--- config.mk ---
export PLATFORM = sky130hd
export DESIGN_NAME = uart_irq_fifo_ctrl
export DESIGN_NICKNAME = d
export VERILOG_FILES = /design/src/uart_irq_fifo_pkg.sv /design/src/uart_irq_fifo_ctrl.sv
export VERILOG_INCLUDE_DIRS = /design/src /design/src/src
export SDC_FILE = /design/constraint.sdc
export NUM_CORES = 1
export LEC_CHECK = 0
export BUFFER_PORTS_ARGS = -buffer_cell sky130_fd_sc_hd__buf_4
export CORE_MARGIN = 2
export CORE_UTILIZATION = 53
export CTS_BUF_LIST = sky130_fd_sc_hd__clkbuf_4 sky130_fd_sc_hd__clkbuf_8
export CTS_CLUSTER_DIAMETER = 40
export DETAILED_ROUTE_END_ITERATION = 10
export PLACE_DENSITY = 0.93
export SYNTH_ARGS = -nofsm -noshare
export SYNTH_HDL_FRONTEND = slang
export SYNTH_SLANG_ARGS = --single-unit
--- constraint.sdc ---
create_clock -name ref_clk -period 3.61 [get_ports ref_clk]
set_clock_uncertainty 0.05 [all_clocks]
set_input_delay 0.1805 -clock ref_clk [delete_from_list [all_inputs] [get_ports ref_clk]]
set_output_delay 0.1805 -clock ref_clk [all_outputs]
set_load 0.02 [all_outputs]
--- src/uart_irq_fifo_map.svh ---
// register offsets, field positions and reset values of the irq/fifo block
`ifndef UART_IRQ_FIFO_MAP_SVH
`define UART_IRQ_FIFO_MAP_SVH

// byte addresses on the register port
`define OFS_DIVISOR_LOW 32'h50001100
`define OFS_IRQ_EN_DIV_HIGH 32'h50001104
`define OFS_IDENT_FIFO_CTRL 32'h50001108
`define OFS_LINE_CTRL 32'h5000110C

// interrupt enable field positions
`define EN_PROG_EMPTY_BIT 7
`define EN_MODEM_BIT 3
`define EN_LINE_BIT 2
`define EN_HOLD_EMPTY_BIT 1
`define EN_RX_AVAIL_BIT 0

// fifo control field positions
`define CTL_RX_TRIG_HI 7
`define CTL_RX_TRIG_LO 6
`define CTL_TX_THR_HI 5
`define CTL_TX_THR_LO 4
`define CTL_DMA_MODE_BIT 3
`define CTL_TX_FLUSH_BIT 2
`define CTL_RX_FLUSH_BIT 1
`define CTL_FIFO_EN_BIT 0

// line control: only the divisor access bit lives here
`define LINE_DIV_ACCESS_BIT 7

// identification high bits
`define FIFO_STATE_ON 2'h3
`define FIFO_STATE_OFF 2'h0

// reset values
`define BYTE_RESET 8'h00
`define DIVISOR_RESET 16'h0000
`define READ_ZERO 16'h0000

// fixed figures used by the trigger tables and the baud generator
`define RX_TRIG_MARGIN 2
`define TX_THR_TWO 2
`define DIVISOR_ONE 16'h0001
`define BIT_TICKS_LAST 4'hF

`endif

--- src/uart_irq_fifo_pkg.sv ---
// types shared by the interrupt enable / fifo control block
package uart_irq_fifo_pkg;

  // pending interrupt codes, listed by code value, not by priority
  typedef enum logic [3:0] {
    CODE_MODEM = 4'h0,
    CODE_NONE = 4'h1,
    CODE_HOLD_EMPTY = 4'h2,
    CODE_RX_AVAIL = 4'h4,
    CODE_LINE_STATUS = 4'h6,
    CODE_BUSY = 4'h7,
    CODE_CHAR_TIMEOUT = 4'hC
  } irq_ident_code_t;

  typedef struct packed {
    logic prog_holding_empty_mode_en;
    logic modem_status_irq_en;
    logic line_status_irq_en;
    logic holding_empty_irq_en;
    logic rx_available_irq_en;
  } irq_enable_t;

  typedef struct packed {
    logic [1:0] rx_trigger_level;
    logic [1:0] tx_empty_threshold;
    logic dma_signalling_select;
    logic fifo_enable_bit;
  } fifo_ctrl_t;

  // pending conditions raised by the neighbouring uart logic
  typedef struct packed {
    logic line_status;
    logic modem_status;
    logic char_timeout;
    logic busy_detect;
  } irq_cause_t;

  typedef struct packed {
    logic tx_fifo_flush;
    logic rx_fifo_flush;
  } flush_t;

endpackage

--- src/uart_irq_fifo_ctrl.sv ---
// interrupt enable, divisor high byte, identification and fifo control
//
// The strobed register port is this design's own decision.
`timescale 1ns/1ps
`include "uart_irq_fifo_map.svh"

module uart_irq_fifo_ctrl #(
  parameter int DEPTH = 16, // fifo depth in characters
  parameter int LW = 5 // width of the fifo level counts
) (
  input wire logic ref_clk, // system clock, 100 MHz
  input wire logic arst_n, // asynchronous reset, active low
  input wire logic [31:0] reg_addr, // byte address
  input wire logic [15:0] reg_wdata, // write data
  input wire logic reg_wr, // write strobe
  input wire logic reg_rd, // read strobe
  output logic [15:0] reg_rdata, // read data, cycle after strobe
  input wire uart_irq_fifo_pkg::irq_cause_t cause, // pending sources
  input wire logic [LW-1:0] rx_level, // receive fifo fill
  input wire logic [LW-1:0] tx_level, // transmit fifo fill
  input wire logic tx_holding_empty, // holding register empty, no fifo
  input wire logic auto_flow_en, // automatic flow control on
  input wire logic rts_request, // software request to send
  output logic irq, // interrupt, active high
  output logic rts_n, // request to send, active low
  output logic dma_rx_req_n, // receive dma request, active low
  output logic dma_tx_req_n, // transmit dma request, active low
  output uart_irq_fifo_pkg::flush_t flush, // one-cycle flush pulses
  output logic fifos_enabled_flag, // fifos in use
  output uart_irq_fifo_pkg::irq_enable_t irq_enable, // enable bits
  output uart_irq_fifo_pkg::fifo_ctrl_t fifo_ctrl, // fifo settings
  output logic divisor_access_bit, // divisor access selected
  output logic [15:0] baud_divisor, // full baud divisor
  output logic baud_x16_tick, // one pulse per sixteenth bit
  output logic baud_bit_tick // one pulse per bit time
);
  import uart_irq_fifo_pkg::*;

  // refuse fifo sizes the trigger tables cannot serve
  if (DEPTH < 8 || (DEPTH & (DEPTH - 1)) != 0) begin : g_bad_depth
    $error("uart_irq_fifo_ctrl: DEPTH must be a power of two >= 8");
  end
  // level counts must reach DEPTH itself, which needs one spare bit
  if (LW != $clog2(DEPTH) + 1) begin : g_bad_width
    $error("uart_irq_fifo_ctrl: LW must be clog2(DEPTH) + 1");
  end

  // fill levels the trigger and threshold tables compare against
  localparam logic [LW-1:0] LVL_ZERO = LW'(0);
  localparam logic [LW-1:0] LVL_ONE = LW'(1);
  localparam logic [LW-1:0] LVL_QUARTER = LW'(DEPTH / 4);
  localparam logic [LW-1:0] LVL_HALF = LW'(DEPTH / 2);
  localparam logic [LW-1:0] LVL_FULL = LW'(DEPTH);
  localparam logic [LW-1:0] LVL_FULL_M2 = LW'(DEPTH - `RX_TRIG_MARGIN);
  localparam logic [LW-1:0] LVL_TWO = LW'(`TX_THR_TWO);

  // registers and their next values
  irq_enable_t irq_enable_reg, irq_enable_next;
  fifo_ctrl_t fifo_ctrl_reg, fifo_ctrl_next;
  flush_t flush_reg, flush_next;
  logic [7:0] divisor_low_reg, divisor_low_next;
  logic [7:0] divisor_high_byte, divisor_high_next;
  logic divisor_access_reg, divisor_access_next;
  logic [15:0] rdata_reg, rdata_next;
  logic irq_reg, rts_n_reg, dma_rx_reg, dma_tx_reg;
  logic dma_rx_next, dma_tx_next;
  logic [15:0] div_cnt_reg, div_cnt_next;
  logic [3:0] bit_cnt_reg, bit_cnt_next;
  logic x16_reg, x16_next, bit_reg, bit_next;

  // address decode
  wire hit_div_low = reg_addr == `OFS_DIVISOR_LOW;
  wire hit_irq_en = reg_addr == `OFS_IRQ_EN_DIV_HIGH;
  wire hit_ident = reg_addr == `OFS_IDENT_FIFO_CTRL;
  wire hit_line = reg_addr == `OFS_LINE_CTRL;
  wire dla = divisor_access_reg;
  // divisor low byte only reachable with divisor access set
  wire wr_div_low = reg_wr & hit_div_low & dla;
  wire wr_div_high = reg_wr & hit_irq_en & dla;
  wire wr_irq_en = reg_wr & hit_irq_en & ~dla;
  wire wr_fifo_ctrl = reg_wr & hit_ident;
  wire wr_line = reg_wr & hit_line;

  // write side: register next values
  assign divisor_low_next = wr_div_low ? reg_wdata[7:0] : divisor_low_reg;
  assign divisor_high_next = wr_div_high ? reg_wdata[7:0]
                                         : divisor_high_byte;
  assign divisor_access_next = wr_line ? reg_wdata[`LINE_DIV_ACCESS_BIT]
                                       : divisor_access_reg;
  assign irq_enable_next = wr_irq_en ? irq_enable_t'({
      reg_wdata[`EN_PROG_EMPTY_BIT],
      reg_wdata[`EN_MODEM_BIT],
      reg_wdata[`EN_LINE_BIT],
      reg_wdata[`EN_HOLD_EMPTY_BIT],
      reg_wdata[`EN_RX_AVAIL_BIT]})
    : irq_enable_reg;
  assign fifo_ctrl_next = wr_fifo_ctrl ? fifo_ctrl_t'({
      reg_wdata[`CTL_RX_TRIG_HI:`CTL_RX_TRIG_LO],
      reg_wdata[`CTL_TX_THR_HI:`CTL_TX_THR_LO],
      reg_wdata[`CTL_DMA_MODE_BIT],
      reg_wdata[`CTL_FIFO_EN_BIT]})
    : fifo_ctrl_reg;
  // flush bits are never stored, so they clear themselves
  assign flush_next.tx_fifo_flush = wr_fifo_ctrl
                                    & reg_wdata[`CTL_TX_FLUSH_BIT];
  assign flush_next.rx_fifo_flush = wr_fifo_ctrl
                                    & reg_wdata[`CTL_RX_FLUSH_BIT];

  // fifo thresholds from the stored selections
  wire fifo_on = fifo_ctrl_reg.fifo_enable_bit;
  logic [LW-1:0] rx_trig, tx_thr;
  always_comb begin
    case (fifo_ctrl_reg.rx_trigger_level)
      2'h0: rx_trig = LVL_ONE;
      2'h1: rx_trig = LVL_QUARTER;
      2'h2: rx_trig = LVL_HALF;
      default: rx_trig = LVL_FULL_M2;
    endcase
    case (fifo_ctrl_reg.tx_empty_threshold)
      2'h0: tx_thr = LVL_ZERO;
      2'h1: tx_thr = LVL_TWO;
      2'h2: tx_thr = LVL_QUARTER;
      default: tx_thr = LVL_HALF;
    endcase
  end

  // pending conditions before enables
  wire rx_any = rx_level != LVL_ZERO;
  wire rx_at_trig = rx_level >= rx_trig;
  wire tx_empty = fifo_on ? (tx_level == LVL_ZERO) : tx_holding_empty;
  wire prog_mode = irq_enable_reg.prog_holding_empty_mode_en & fifo_on;
  // programmable mode swaps plain empty for the threshold test
  wire tx_low = prog_mode ? (tx_level <= tx_thr) : tx_empty;
  wire rx_avail = fifo_on ? rx_at_trig : rx_any;
  wire timeout = cause.char_timeout & fifo_on;

  // enabled sources, gated one by one; busy has no enable
  wire p_line = cause.line_status & irq_enable_reg.line_status_irq_en;
  wire p_rx = rx_avail & irq_enable_reg.rx_available_irq_en;
  wire p_tmo = timeout & irq_enable_reg.rx_available_irq_en;
  wire p_hold = tx_low & irq_enable_reg.holding_empty_irq_en;
  wire p_modem = cause.modem_status
                 & irq_enable_reg.modem_status_irq_en;
  wire p_busy = cause.busy_detect;

  // fixed priority: line, rx data/timeout, holding empty, modem, busy
  irq_ident_code_t ident;
  assign ident = p_line ? CODE_LINE_STATUS
               : p_rx ? CODE_RX_AVAIL
               : p_tmo ? CODE_CHAR_TIMEOUT
               : p_hold ? CODE_HOLD_EMPTY
               : p_modem ? CODE_MODEM
               : p_busy ? CODE_BUSY
               : CODE_NONE;
  wire [1:0] fifo_state = fifo_on ? `FIFO_STATE_ON
                                  : `FIFO_STATE_OFF;

  // read mux; reserved and unmapped bits read zero
  wire [15:0] rd_irq_en = {8'h00, irq_enable_reg.prog_holding_empty_mode_en,
    3'h0, irq_enable_reg.modem_status_irq_en,
    irq_enable_reg.line_status_irq_en, irq_enable_reg.holding_empty_irq_en,
    irq_enable_reg.rx_available_irq_en};
  wire [15:0] rd_ident = {8'h00, fifo_state, 2'h0, ident};
  wire [15:0] rd_line = {8'h00, divisor_access_reg, 7'h00};
  assign rdata_next = !reg_rd ? `READ_ZERO
    : (hit_div_low && dla) ? {8'h00, divisor_low_reg}
    : (hit_irq_en && dla) ? {8'h00, divisor_high_byte}
    : hit_irq_en ? rd_irq_en
    : hit_ident ? rd_ident
    : hit_line ? rd_line
    : `READ_ZERO;

  // dma mode 0 follows one character; mode 1 uses the thresholds
  wire dma_mode1 = fifo_ctrl_reg.dma_signalling_select & fifo_on;
  wire rx_dma_set = dma_mode1 ? (rx_at_trig | timeout) : rx_any;
  wire rx_dma_keep = dma_mode1 & dma_rx_reg & rx_any;
  wire tx_dma_set = dma_mode1 ? (tx_level <= tx_thr) : tx_empty;
  wire tx_dma_keep = dma_mode1 & dma_tx_reg & (tx_level != LVL_FULL);

  // mode 1 holds a request until the fifo drains or fills
  assign dma_rx_next = rx_dma_set | rx_dma_keep;
  assign dma_tx_next = tx_dma_set | tx_dma_keep;

  // rts drops at the receive trigger under automatic flow control
  wire flow_stop = auto_flow_en & fifo_on & rx_at_trig;
  wire rts_n_next = ~rts_request | flow_stop;

  // interrupt while any enabled source pends; busy is never masked
  wire irq_next = ident != CODE_NONE;

  // baud generator: divisor counts clocks per sixteenth of a bit
  wire [15:0] divisor = {divisor_high_byte, divisor_low_reg};
  wire div_run = divisor != `DIVISOR_RESET;
  wire div_wrap = div_run && (div_cnt_reg >= divisor - `DIVISOR_ONE);
  // a zero divisor parks the generator instead of dividing by zero
  assign div_cnt_next = (!div_run || div_wrap) ? `DIVISOR_RESET
                        : div_cnt_reg + `DIVISOR_ONE;

  // sixteen sixteenths make one bit time
  assign x16_next = div_wrap;
  assign bit_cnt_next = !div_run ? 4'h0
                        : div_wrap ? bit_cnt_reg + 4'h1 : bit_cnt_reg;
  assign bit_next = div_wrap && (bit_cnt_reg == `BIT_TICKS_LAST);

  // interrupt enable bits
  always_ff @(posedge ref_clk or negedge arst_n) begin
    if (!arst_n) begin
      irq_enable_reg <= '0;
    end else begin
      irq_enable_reg <= irq_enable_next;
    end
  end

  // fifo control selections
  always_ff @(posedge ref_clk or negedge arst_n) begin
    if (!arst_n) begin
      fifo_ctrl_reg <= '0;
    end else begin
      fifo_ctrl_reg <= fifo_ctrl_next;
    end
  end

  // divisor low byte
  always_ff @(posedge ref_clk or negedge arst_n) begin
    if (!arst_n) begin
      divisor_low_reg <= `BYTE_RESET;
    end else begin
      divisor_low_reg <= divisor_low_next;
    end
  end

  // divisor high byte, shares the enable offset
  always_ff @(posedge ref_clk or negedge arst_n) begin
    if (!arst_n) begin
      divisor_high_byte <= `BYTE_RESET;
    end else begin
      divisor_high_byte <= divisor_high_next;
    end
  end

  // divisor access select
  always_ff @(posedge ref_clk or negedge arst_n) begin
    if (!arst_n) begin
      divisor_access_reg <= 1'b0;
    end else begin
      divisor_access_reg <= divisor_access_next;
    end
  end

  // read data, zero outside its answer cycle
  always_ff @(posedge ref_clk or negedge arst_n) begin
    if (!arst_n) begin
      rdata_reg <= `READ_ZERO;
    end else begin
      rdata_reg <= rdata_next;
    end
  end

  // flush pulses, one cycle each
  always_ff @(posedge ref_clk or negedge arst_n) begin
    if (!arst_n) begin
      flush_reg <= '0;
    end else begin
      flush_reg <= flush_next;
    end
  end

  // interrupt, registered so no decode glitch leaves the block
  always_ff @(posedge ref_clk or negedge arst_n) begin
    if (!arst_n) begin
      irq_reg <= 1'b0;
    end else begin
      irq_reg <= irq_next;
    end
  end

  // request to send, idle high
  always_ff @(posedge ref_clk or negedge arst_n) begin
    if (!arst_n) begin
      rts_n_reg <= 1'b1;
    end else begin
      rts_n_reg <= rts_n_next;
    end
  end

  // receive dma request
  always_ff @(posedge ref_clk or negedge arst_n) begin
    if (!arst_n) begin
      dma_rx_reg <= 1'b0;
    end else begin
      dma_rx_reg <= dma_rx_next;
    end
  end

  // transmit dma request
  always_ff @(posedge ref_clk or negedge arst_n) begin
    if (!arst_n) begin
      dma_tx_reg <= 1'b0;
    end else begin
      dma_tx_reg <= dma_tx_next;
    end
  end

  // clocks within one sixteenth of a bit
  always_ff @(posedge ref_clk or negedge arst_n) begin
    if (!arst_n) begin
      div_cnt_reg <= `DIVISOR_RESET;
    end else begin
      div_cnt_reg <= div_cnt_next;
    end
  end

  // sixteenths within one bit
  always_ff @(posedge ref_clk or negedge arst_n) begin
    if (!arst_n) begin
      bit_cnt_reg <= 4'h0;
    end else begin
      bit_cnt_reg <= bit_cnt_next;
    end
  end

  // sixteenth tick
  always_ff @(posedge ref_clk or negedge arst_n) begin
    if (!arst_n) begin
      x16_reg <= 1'b0;
    end else begin
      x16_reg <= x16_next;
    end
  end

  // bit tick
  always_ff @(posedge ref_clk or negedge arst_n) begin
    if (!arst_n) begin
      bit_reg <= 1'b0;
    end else begin
      bit_reg <= bit_next;
    end
  end

  assign reg_rdata = rdata_reg;
  assign irq = irq_reg;
  assign rts_n = rts_n_reg;
  assign dma_rx_req_n = ~dma_rx_reg;
  assign dma_tx_req_n = ~dma_tx_reg;
  assign flush = flush_reg;
  assign fifos_enabled_flag = fifo_ctrl_reg.fifo_enable_bit;
  assign irq_enable = irq_enable_reg;
  assign fifo_ctrl = fifo_ctrl_reg;
  assign divisor_access_bit = divisor_access_reg;
  assign baud_divisor = {divisor_high_byte, divisor_low_reg};
  assign baud_x16_tick = x16_reg;
  assign baud_bit_tick = bit_reg;

endmodule

# [Word-level counts from Yosys, hierarchy flattened]
# Index checks and enable logic that the tools add are counted.
[totals] word_cells=106 out_inout_bits=53 regBits=64
[op_classes] n_reduce_logical=11 n_lt_le_gt_ge=3 mux=23 n_eq_ne=12 bitwise_logic=31 n_addsub=3
[op_table] op="$eq 32x31->1 const B" count=4
[op_table] op="$mux 8" count=6
[op_table] op="$pmux 4 s3" count=2
[op_table] op="$and 1x1->1" count=23
[op_table] op="$mux 4" count=5
[op_table] op="$add 16x1->16 const B" count=1
[op_table] op="$ge 16x16->1" count=1
[op_table] op="$mux 16" count=1
[op_table] op="$reduce_bool 16->1" count=1
[op_table] op="$sub 16x1->16 const B" count=1
[op_table] op="$mux 3" count=3
[op_table] op="$ge 5x5->1" count=1
[op_table] op="$le 5x5->1" count=1
[op_table] op="$logic_not 5->1" count=1
[op_table] op="$mux 1" count=5
[op_table] op="$ne 5x5->1 const B" count=1
[op_table] op="$reduce_bool 5->1" count=1
[op_table] op="$add 4x1->4 const B" count=1
[op_table] op="$eq 2x1->1 const B" count=2
[op_table] op="$eq 2x2->1 const B" count=2
[op_table] op="$eq 4x4->1 const B" count=1
[op_table] op="$logic_and 1x1->1" count=4
[op_table] op="$logic_not 2->1" count=2
[op_table] op="$ne 4x1->1 const B" count=1
[op_table] op="6 further kinds" count=12

# [Longest topological paths before layout]
# Gate-level depths: netlist of the first run.
[logic_depth] depth_word=14 ltp_mapped=14 mapped_depth_nobuf=12

# [Worst setup path after synthesis of the first run]
# OpenSTA, ideal clock, no wires.
[synth_timing] path_type="register to register" start="reg divisor_low_reg[2]" end="reg div_cnt_reg[10]" n_path_buf=2 t_arrival_ns=3.246 path_stages_with_launch=15 path_slack_ns=0.243 setup_ns=0.071 cell_sequence="dfrtp_1 -> clkbuf_1 -> nor3_1 -> and3_1 -> nand2_1 -> nor4_1 -> xnor2_1 -> ha_1 -> a21oi_1 -> o21ai_0 -> a2111oi_0 -> o41a_2 -> o21ai_2 -> buf_4 -> nor2_1"
[synth_between] elab_chain_len=5 word_cells_on_any_way=7
[synth_lines] element="start: declaration" line_no="uart_irq_fifo_ctrl.sv:61" rtl="logic [7:0] divisor_low_reg, divisor_low_next;"
[synth_lines] element="start signal: assignment" line_no="uart_irq_fifo_ctrl.sv:226" rtl="divisor_low_reg <= `BYTE_RESET;"
[synth_lines] element="start signal: assignment" line_no="uart_irq_fifo_ctrl.sv:228" rtl="divisor_low_reg <= divisor_low_next;"
[synth_lines] element="$sub 16x1->16 (no line)"
[synth_lines] element="$ge 16x16->1 (no line)"
[synth_lines] element="$logic_and 1x1->1" line_no="uart_irq_fifo_ctrl.sv:194" rtl="wire div_wrap = div_run && (div_cnt_reg >= divisor - `DIVISOR_ONE);"
[synth_lines] element="$logic_or 1x1->1 (*)" line_no="uart_irq_fifo_ctrl.sv:196" rtl="assign div_cnt_next = (!div_run || div_wrap) ? `DIVISOR_RESET"
[synth_lines] element="$mux 16 (no line) (*)"
[synth_lines] element="named net div_cnt_next[10]" line_no="uart_irq_fifo_ctrl.sv:67" rtl="logic [15:0] div_cnt_reg, div_cnt_next;"
[synth_lines] element="end signal: assignment" line_no="uart_irq_fifo_ctrl.sv:307" rtl="div_cnt_reg <= `DIVISOR_RESET;"
[synth_lines] element="end signal: assignment" line_no="uart_irq_fifo_ctrl.sv:309" rtl="div_cnt_reg <= div_cnt_next;"
[synth_lines] element="end: declaration" line_no="uart_irq_fifo_ctrl.sv:67"
# The timed path passes the listed nets; every way through them passes the cells marked *.
# A chain may end at the register's enable or synchronous reset.

# [Worst setup path after layout of the first run]
[layout_timing] start="reg divisor_low_reg[7]" end="reg div_cnt_reg[7]"
# Same word-level chain as after synthesis.

==> results by group, run 1 <==
Critical path
  – CP Launch Type: register
  – Slowest stage delay, CP: 0.42 ns
  – CP required: 3.84 ns
  – RR Startpoint: divisor_low_reg[7]$_DFFE_PN0P_
  – Arr. time, crit path: 3.73 ns
  – CP max FO: 15
  – Worst path top cell family by delay: simple AND/OR/NAND/NOR gates
  – Worst reg-to-reg setup slack: 0.11 ns
  – Slowest-stage cell, CP: or3_1
  – Worst setup path start: divisor_low_reg[7]$_DFFE_PN0P_
  – Crit path cell chain: or3_1 > nor3_2 > nand2_1 > nor4_1 > xnor2_1 > ha_1 > a21oi_1 > o21ai_1 > a2111oi_2 > buf_4 > o41a_2 > o21ai_4 > nor2_1
  – Critical path class: reg -> reg
  – Crit path buf inv count: 1
  – Worst setup EP type: register

Final layout
  – Synthesis-to-finish area growth: 30.1%
  – Final instance area: 5110 um^2
  – Final-stage net count: 607
  – Diode count: 0
  – Fillers: 489
  – Layout cell share with drive strength beyond 1: 0.331
  – Max reg flops: 16

Global route
  – First-pass GRT wire length: 18600 um
  – All-Layer GR Usage: 0.289
  – GRT overflow: 0
  – Vias in the first global route: 3716
  – Largest net degree at the start of global routing: 65
  – Initial antenna violation count: 0

STA
  – Fmax: 286 MHz
  – Final setup margin: 0.109 ns
  – Worst-Margin Slew: 0.901 ns
  – RSZ-0062 raised after global routing: no
  – Final period util: 0.970
  – Final TNS setup: 0 ns
  – Final Hold Vio Count: 0
  – Final setup violation count: 0
  – Slew Limit Fails: 0
  – Final Critical Period: 3.50 ns
  – WHS: 0.0156 ns
  – Relative slew slack: 0.391

Floorplan
  – Die span in y: 90.1 um
  – FP Rows: 31
  – Core region area: 7210 um^2
  – # IOs: 122
  – Die area: 8120 um^2
  – Initial Util: 0.545
  – Die width: 90.1 um

Clocking
  – Clock root cell: clkbuf_8
  – Worst skew pair latency: 0.35 ns
  – CTS tree: yes
  – TritonCTS buffer count: 9
  – Worst-path clk slew: 0.08 ns
  – Post-CTS setup buffer count: 0
  – # clock sinks: 64
  – CTS max path bufs: 2
  – H-tree levels: 3

Yosys
  – Simple-gate share of the synthesized area: 0.206
  – Netlist cell types: 57
  – Cells after synthesis: 396
  – #FFs+latches synth: 64
  – Dominant cells by area after synthesis: dfrtp_1 (40%), ha_1 (8.6%), mux2_2 (5.7%), nor2_1 (4.0%), xor2_1 (3.3%)
  – Largest area contributor in the netlist: dfrtp_1
  – Yosys top cell area share: 0.401
  – Ys Warns: 0
  – Dominant synthesized flop cell: dfrtp_1
  – Post-Syn Area: 3930 um^2
  – Synth Area in Adders: 0.0860
  – Mux contribution to synthesized area: 0.101
  – Asr flop ratio synth: 1.00
  – Post-synthesis sequential area ratio: 0.408
  – Syn avg cell area: 9.92 um^2
  – Compound-Gate Fraction of Synth Area: 0.0907
  – Largest family of logic cells by synthesized area: simple AND/OR/NAND/NOR gates
  – EDFF count, synth: 0
  – Xor and xnor area share after synthesis: 0.0624

Power
  – Power Dens Cells: 318 nW/um^2
  – Leakage: 2.58 nW
  – Max VDD drop: 0.000238 V
  – Power Total: 1.63 mW

Placement
  – Pre-CTS setup slack: 0.108 ns
  – IO Port Bufs: 105
  – Placer Congestion: 0.912
  – Dpl cell area: 4810 um^2
  – Post-DP HPWL: 8110 um

Route
  – ANT nets after route: 0
  – DR vias/cell: 6.06
  – Post-Route WL: 11500 um
  – Routed length per instance: 18.6 um
  – Drt drc: 0
  – First-pass DRT Iterations: 5
  – DRT iter0 DRCs: 499
  – Via count: 3728

Run status
  – Status: finished, final reports clean

Min path
  – Hold Path Class: in -> reg
  – Hold_sp: reg_wdata[1]

Run
  – Max-cap violations: 0
-- area by class of cell --
class	count	area [um^2]	share of cell area
inverters	15	56.3	0.0110
well taps	99	124	0.0242
flip-flops and latches	64	1600	0.314
clock buffers	10	138	0.0269
repair buffers	117	886	0.173
clock inverters	6	115	0.0225
multi-input cells	304	2190	0.428
-- synthesized netlist by cell type (3+ instances only) --
library cell	instances
xnor2_1	13
o21a_1	3
nand2_1	28
a21oi_1	15
and2_1	4
nand4_1	13
ha_1	27
buf_4	10
mux2_4	8
nand3_1	11
nor3_1	10
clkbuf_1	8
mux2i_1	5
nor4_1	7
or3_1	4
inv_1	14
a31oi_1	3
and3_1	5
o21ai_0	14
nor3b_1	3
nor2_1	42
mux2_2	20
nor2b_1	5
xor2_1	15
nand2b_1	7
dfrtp_1	63
-- stage by stage --
stage	std cells	utilization
6_report	615	0.708
5_1_grt	615	0.708
4_1_cts	615	0.708
3_5_place_dp	596	0.667
3_3_place_gp	596	0.667
2_1_floorplan	403	-
-- final timing paths --
kind                                             to  cells after the start
setup / recovery           div_cnt_reg[7]$_DFF_PN0_                     13
hold / removal                   flush[0]$_DFF_PN0_                      2
setup reg to reg           div_cnt_reg[7]$_DFF_PN0_                     13
hold reg to reg                dma_rx_reg$_DFF_PN0_                      2
max in group asynchronous    reg_rdata[4]$_DFF_PN0_                      2
min in group asynchronous  div_cnt_reg[1]$_DFF_PN0_                      2
-- layout by cell type (no fill, tap or decap), drive strengths merged, types with 15 or more instances in the layout --
cell,n
a21oi,15
buf,114
dfrtp,63
ha,27
inv,16
mux2,28
nand2,29
nor2,44
o21ai,15
xor2,15
-- power by group --
part	internal, mW	leakage, nW	switching, mW
registers	0.719	0.882	0.000585
logic	0.0581	1.58	0.0609
clock network	0.481	0.123	0.307
-- per-layer routing --
layer	GRT usage	vias up	wire length (um)
met5	0	-	0
met4	0.176	0	584
met3	0.0604	66	786
met2	0.470	216	5620
met1	0.354	1814	4470
li1	-	1632	-
-- logic make-up (layout without fill, tap and decap cells) --
family / Yosys count / count (layout)
DFF: 64 / 64
buffers and inverters: 35 / 148
and+or+nand+nor: 153 / 153
xor gates and xnor gates: 28 / 28
AOI/OAI and AO/OA: 55 / 55
adders and majority gates: 27 / 27
other: 1 / 8
muxes: 33 / 33
-- timing repair --
action                                  4_1_cts  5_1_grt
hold buffers                                  3        0
hold endpoints to repair                     65        0
endpoints found under the setup margin       18       19
resized for setup                             3        1
Note: power is estimated with default switching activity, not from simulation.
==> run 2: changes to the inputs <==
--- a/config.mk
+++ b/config.mk
@@ -6,13 +6,15 @@
 export SDC_FILE = /design/constraint.sdc
 export NUM_CORES = 1
 export LEC_CHECK = 0
+export ABC_AREA = 1
 export BUFFER_PORTS_ARGS = -buffer_cell sky130_fd_sc_hd__buf_4
 export CORE_MARGIN = 2
-export CORE_UTILIZATION = 53
+export CORE_UTILIZATION = 54
 export CTS_BUF_LIST = sky130_fd_sc_hd__clkbuf_4 sky130_fd_sc_hd__clkbuf_8
 export CTS_CLUSTER_DIAMETER = 40
 export DETAILED_ROUTE_END_ITERATION = 10
-export PLACE_DENSITY = 0.93
+export PLACE_DENSITY = 0.83
+export SLEW_MARGIN = 20
 export SYNTH_ARGS = -nofsm -noshare
 export SYNTH_HDL_FRONTEND = slang
 export SYNTH_SLANG_ARGS = --single-unit
==> results by group, run 2 <==
Floorplan
  – FP Rows: 31
  – Die area: 8360 um^2
  – Die width: 91.5 um
  – Initial Util: 0.563
  – # IOs: 122
  – Die span in y: 91.5 um
  – Core region area: 7330 um^2

Yosys
  – Dominant cells by area after synthesis: dfrtp_1 (38%), nand2_1 (11%), ha_1 (8.2%), inv_1 (6.5%), nor2_1 (6.0%)
  – Dominant synthesized flop cell: dfrtp_1
  – Post-synth top cells: nand2_1 (123), inv_1 (72), nor2_1 (66)
  – Ys Warns: 0
  – Asr flop ratio synth: 1.00
  – Post-Syn Area: 4130 um^2
  – Netlist cell types: 38
  – Yosys top cell area share: 0.382
  – Largest area contributor in the netlist: dfrtp_1
  – EDFF count, synth: 0
  – Top-count cell post-synth: nand2_1
  – Syn avg cell area: 7.63 um^2
  – Cells after synthesis: 541
  – #FFs+latches synth: 64
  – Post-synthesis sequential area ratio: 0.388

Critical path
  – Crit path cell chain: inv_1 > nand2_1 > nor3_2 > nand2_1 > nor3_4 > nand3_2 > nor3_2 > xor2_1 > inv_1 > ha_1 > a21oi_1 > o21ai_0 > a21oi_1 > a21boi_1 > nand3_2 > buf_4 > nor3b_1
  – Crit path buf inv count: 3
  – Worst setup path start: divisor_low_reg[0]$_DFFE_PN0P_
  – Worst path top cell family by delay: simple AND/OR/NAND/NOR gates
  – CP max FO: 7
  – CP Launch Type: register
  – Slowest stage delay, CP: 0.43 ns
  – Arr. time, crit path: 3.54 ns
  – Worst setup EP type: register
  – RR Startpoint: divisor_low_reg[0]$_DFFE_PN0P_
  – Critical path class: reg -> reg
  – CP required: 3.81 ns
  – Slowest-stage cell, CP: dfrtp_1

STA
  – Final TNS setup: 0 ns
  – WHS: 0.0672 ns
  – Slew Limit Fails: 0
  – Final period util: 0.926
  – Fmax: 299 MHz
  – Worst-Margin Slew: 0.790 ns
  – RSZ-0062 raised after global routing: yes
  – Final setup violation count: 0
  – Final setup margin: 0.269 ns
  – Final Hold Vio Count: 0
  – Final Critical Period: 3.34 ns
  – Relative slew slack: 0.474

Clocking
  – TritonCTS buffer count: 9
  – # clock sinks: 64
  – H-tree levels: 3
  – Worst skew pair latency: 0.35 ns
  – CTS tree: yes
  – Worst-path clk slew: 0.08 ns
  – Clock root cell: clkbuf_8
  – CTS max path bufs: 2

Min path
  – Hold Path Class: in -> reg
  – Hold_sp: reg_rd

Final layout
  – Synthesis-to-finish area growth: 26.3%
  – Commonest cells after routing, fill and taps aside: nand2_1 (123), buf_4 (107), inv_1 (72)
  – Max reg flops: 16
  – Final instance area: 5220 um^2
  – Post-layout util: 0.711
  – Commonest non-fill, non-tap cell in the layout: nand2_1
  – Fillers: 602
  – Diode count: 0
  – Non-filler cells, final: 757
  – Final-stage net count: 749
  – Layout cell share with drive strength beyond 1: 0.245

Placement
  – IO Port Bufs: 105
  – Placer Congestion: 0.860
  – Post-DP HPWL: 7820 um
  – Dpl cell area: 4980 um^2
  – Pre-CTS setup slack: 0.158 ns
  – Dpl cells: 738

Global route
  – All-Layer GR Usage: 0.251
  – Met1 Usage GRT: 0.335
  – GRT overflow: 0
  – First-pass GRT wire length: 17000 um
  – Largest net degree at the start of global routing: 65
  – Global Route met2 Usage: 0.401
  – GRT busiest layer: met2
  – Initial antenna violation count: 0
  – M3 GR Usage: 0.0622
  – Vias in the first global route: 3761

Run
  – Max-cap violations: 0

Route
  – Drt drc: 0
  – First-pass DRT Iterations: 5
  – DR vias/cell: 5.23
  – Via count: 3961
  – DRT iter0 DRCs: 214
  – Routed length per instance: 13.4 um
  – Post-Route WL: 10100 um
  – ANT nets after route: 0

Power
  – Power Dens Cells: 280 nW/um^2
  – Max VDD drop: 0.000211 V
  – Leakage: 2.82 nW
  – Power Total: 1.46 mW

Run status
  – Status: finished, final reports clean
## run 2: worst reg2reg max path, cell delays in order, from the launching register on
cell,delay (ns)
dfrtp_1,0.43
inv_1,0.14
nand2_1,0.11
nor3_2,0.17
nand2_1,0.15
nor3_4,0.20
nand3_2,0.14
nor3_2,0.17
xor2_1,0.16
inv_1,0.05
ha_1,0.31
a21oi_1,0.14
o21ai_0,0.09
a21oi_1,0.10
a21boi_1,0.24
nand3_2,0.17
buf_4,0.21
nor3b_1,0.22
## run 2: power breakdown
group | internal [mW] | switching (mW)
sequential | 0.719 | 0.000660
combinational | 0.0579 | 0.0617
clock | 0.318 | 0.303
## run 2: kinds of logic after synthesis
group           after synthesis  share of synthesized area
xor+xnor                     19                     0.0403
fa+ha+maj                    27                     0.0818
other cells                   1                   0.000908
simple gates                264                      0.293
buf+inv                      90                     0.0933
flops                        64                      0.388
compound gates               76                      0.103
## run 2: repair_timing
action                                  CTS  global route
buffers inserted                          0             0
resized for setup                         0             4
endpoints found under the setup margin    0            18
hold endpoints to repair                 64             0
hold buffers                              3             0
## run 2: layer usage
layer	wire length (um)	share of wire	vias up
li1	-	-	1938
met3	880	0.087	18
met4	171	0.017	0
met5	0	0	-
met1	4370	0.43	1849
met2	4710	0.47	156
## run 2: cell type report
| cell class | instances | area [um^2] | area share |
|---|---|---|---|
| Clock buffer | 9 | 124 | 0.0238 |
| Multi-Input combinational cell | 394 | 2180 | 0.418 |
| Inverter | 74 | 278 | 0.0533 |
| Sequential cell | 64 | 1600 | 0.307 |
| Tap cell | 99 | 124 | 0.0238 |
| Timing Repair Buffer | 110 | 833 | 0.160 |
| Clock inverter | 7 | 72.6 | 0.0139 |
## run 2: worst paths after layout
| kind | to | slack [ns] | cells after the start |
|---|---|---|---|
| min in group asynchronous | dma_tx_reg$_DFF_PN0_ | 0.42 | 2 |
| max reg2reg | div_cnt_reg[4]$_DFF_PN0_ | 0.27 | 17 |
| min | reg_rdata[6]$_DFF_PN0_ | 0.07 | 3 |
| max in group asynchronous | divisor_high_byte[5]$_DFFE_PN0P_ | 2.55 | 2 |
| max | div_cnt_reg[4]$_DFF_PN0_ | 0.27 | 17 |
| min reg2reg | div_cnt_reg[0]$_DFF_PN0_ | 0.46 | 1 |
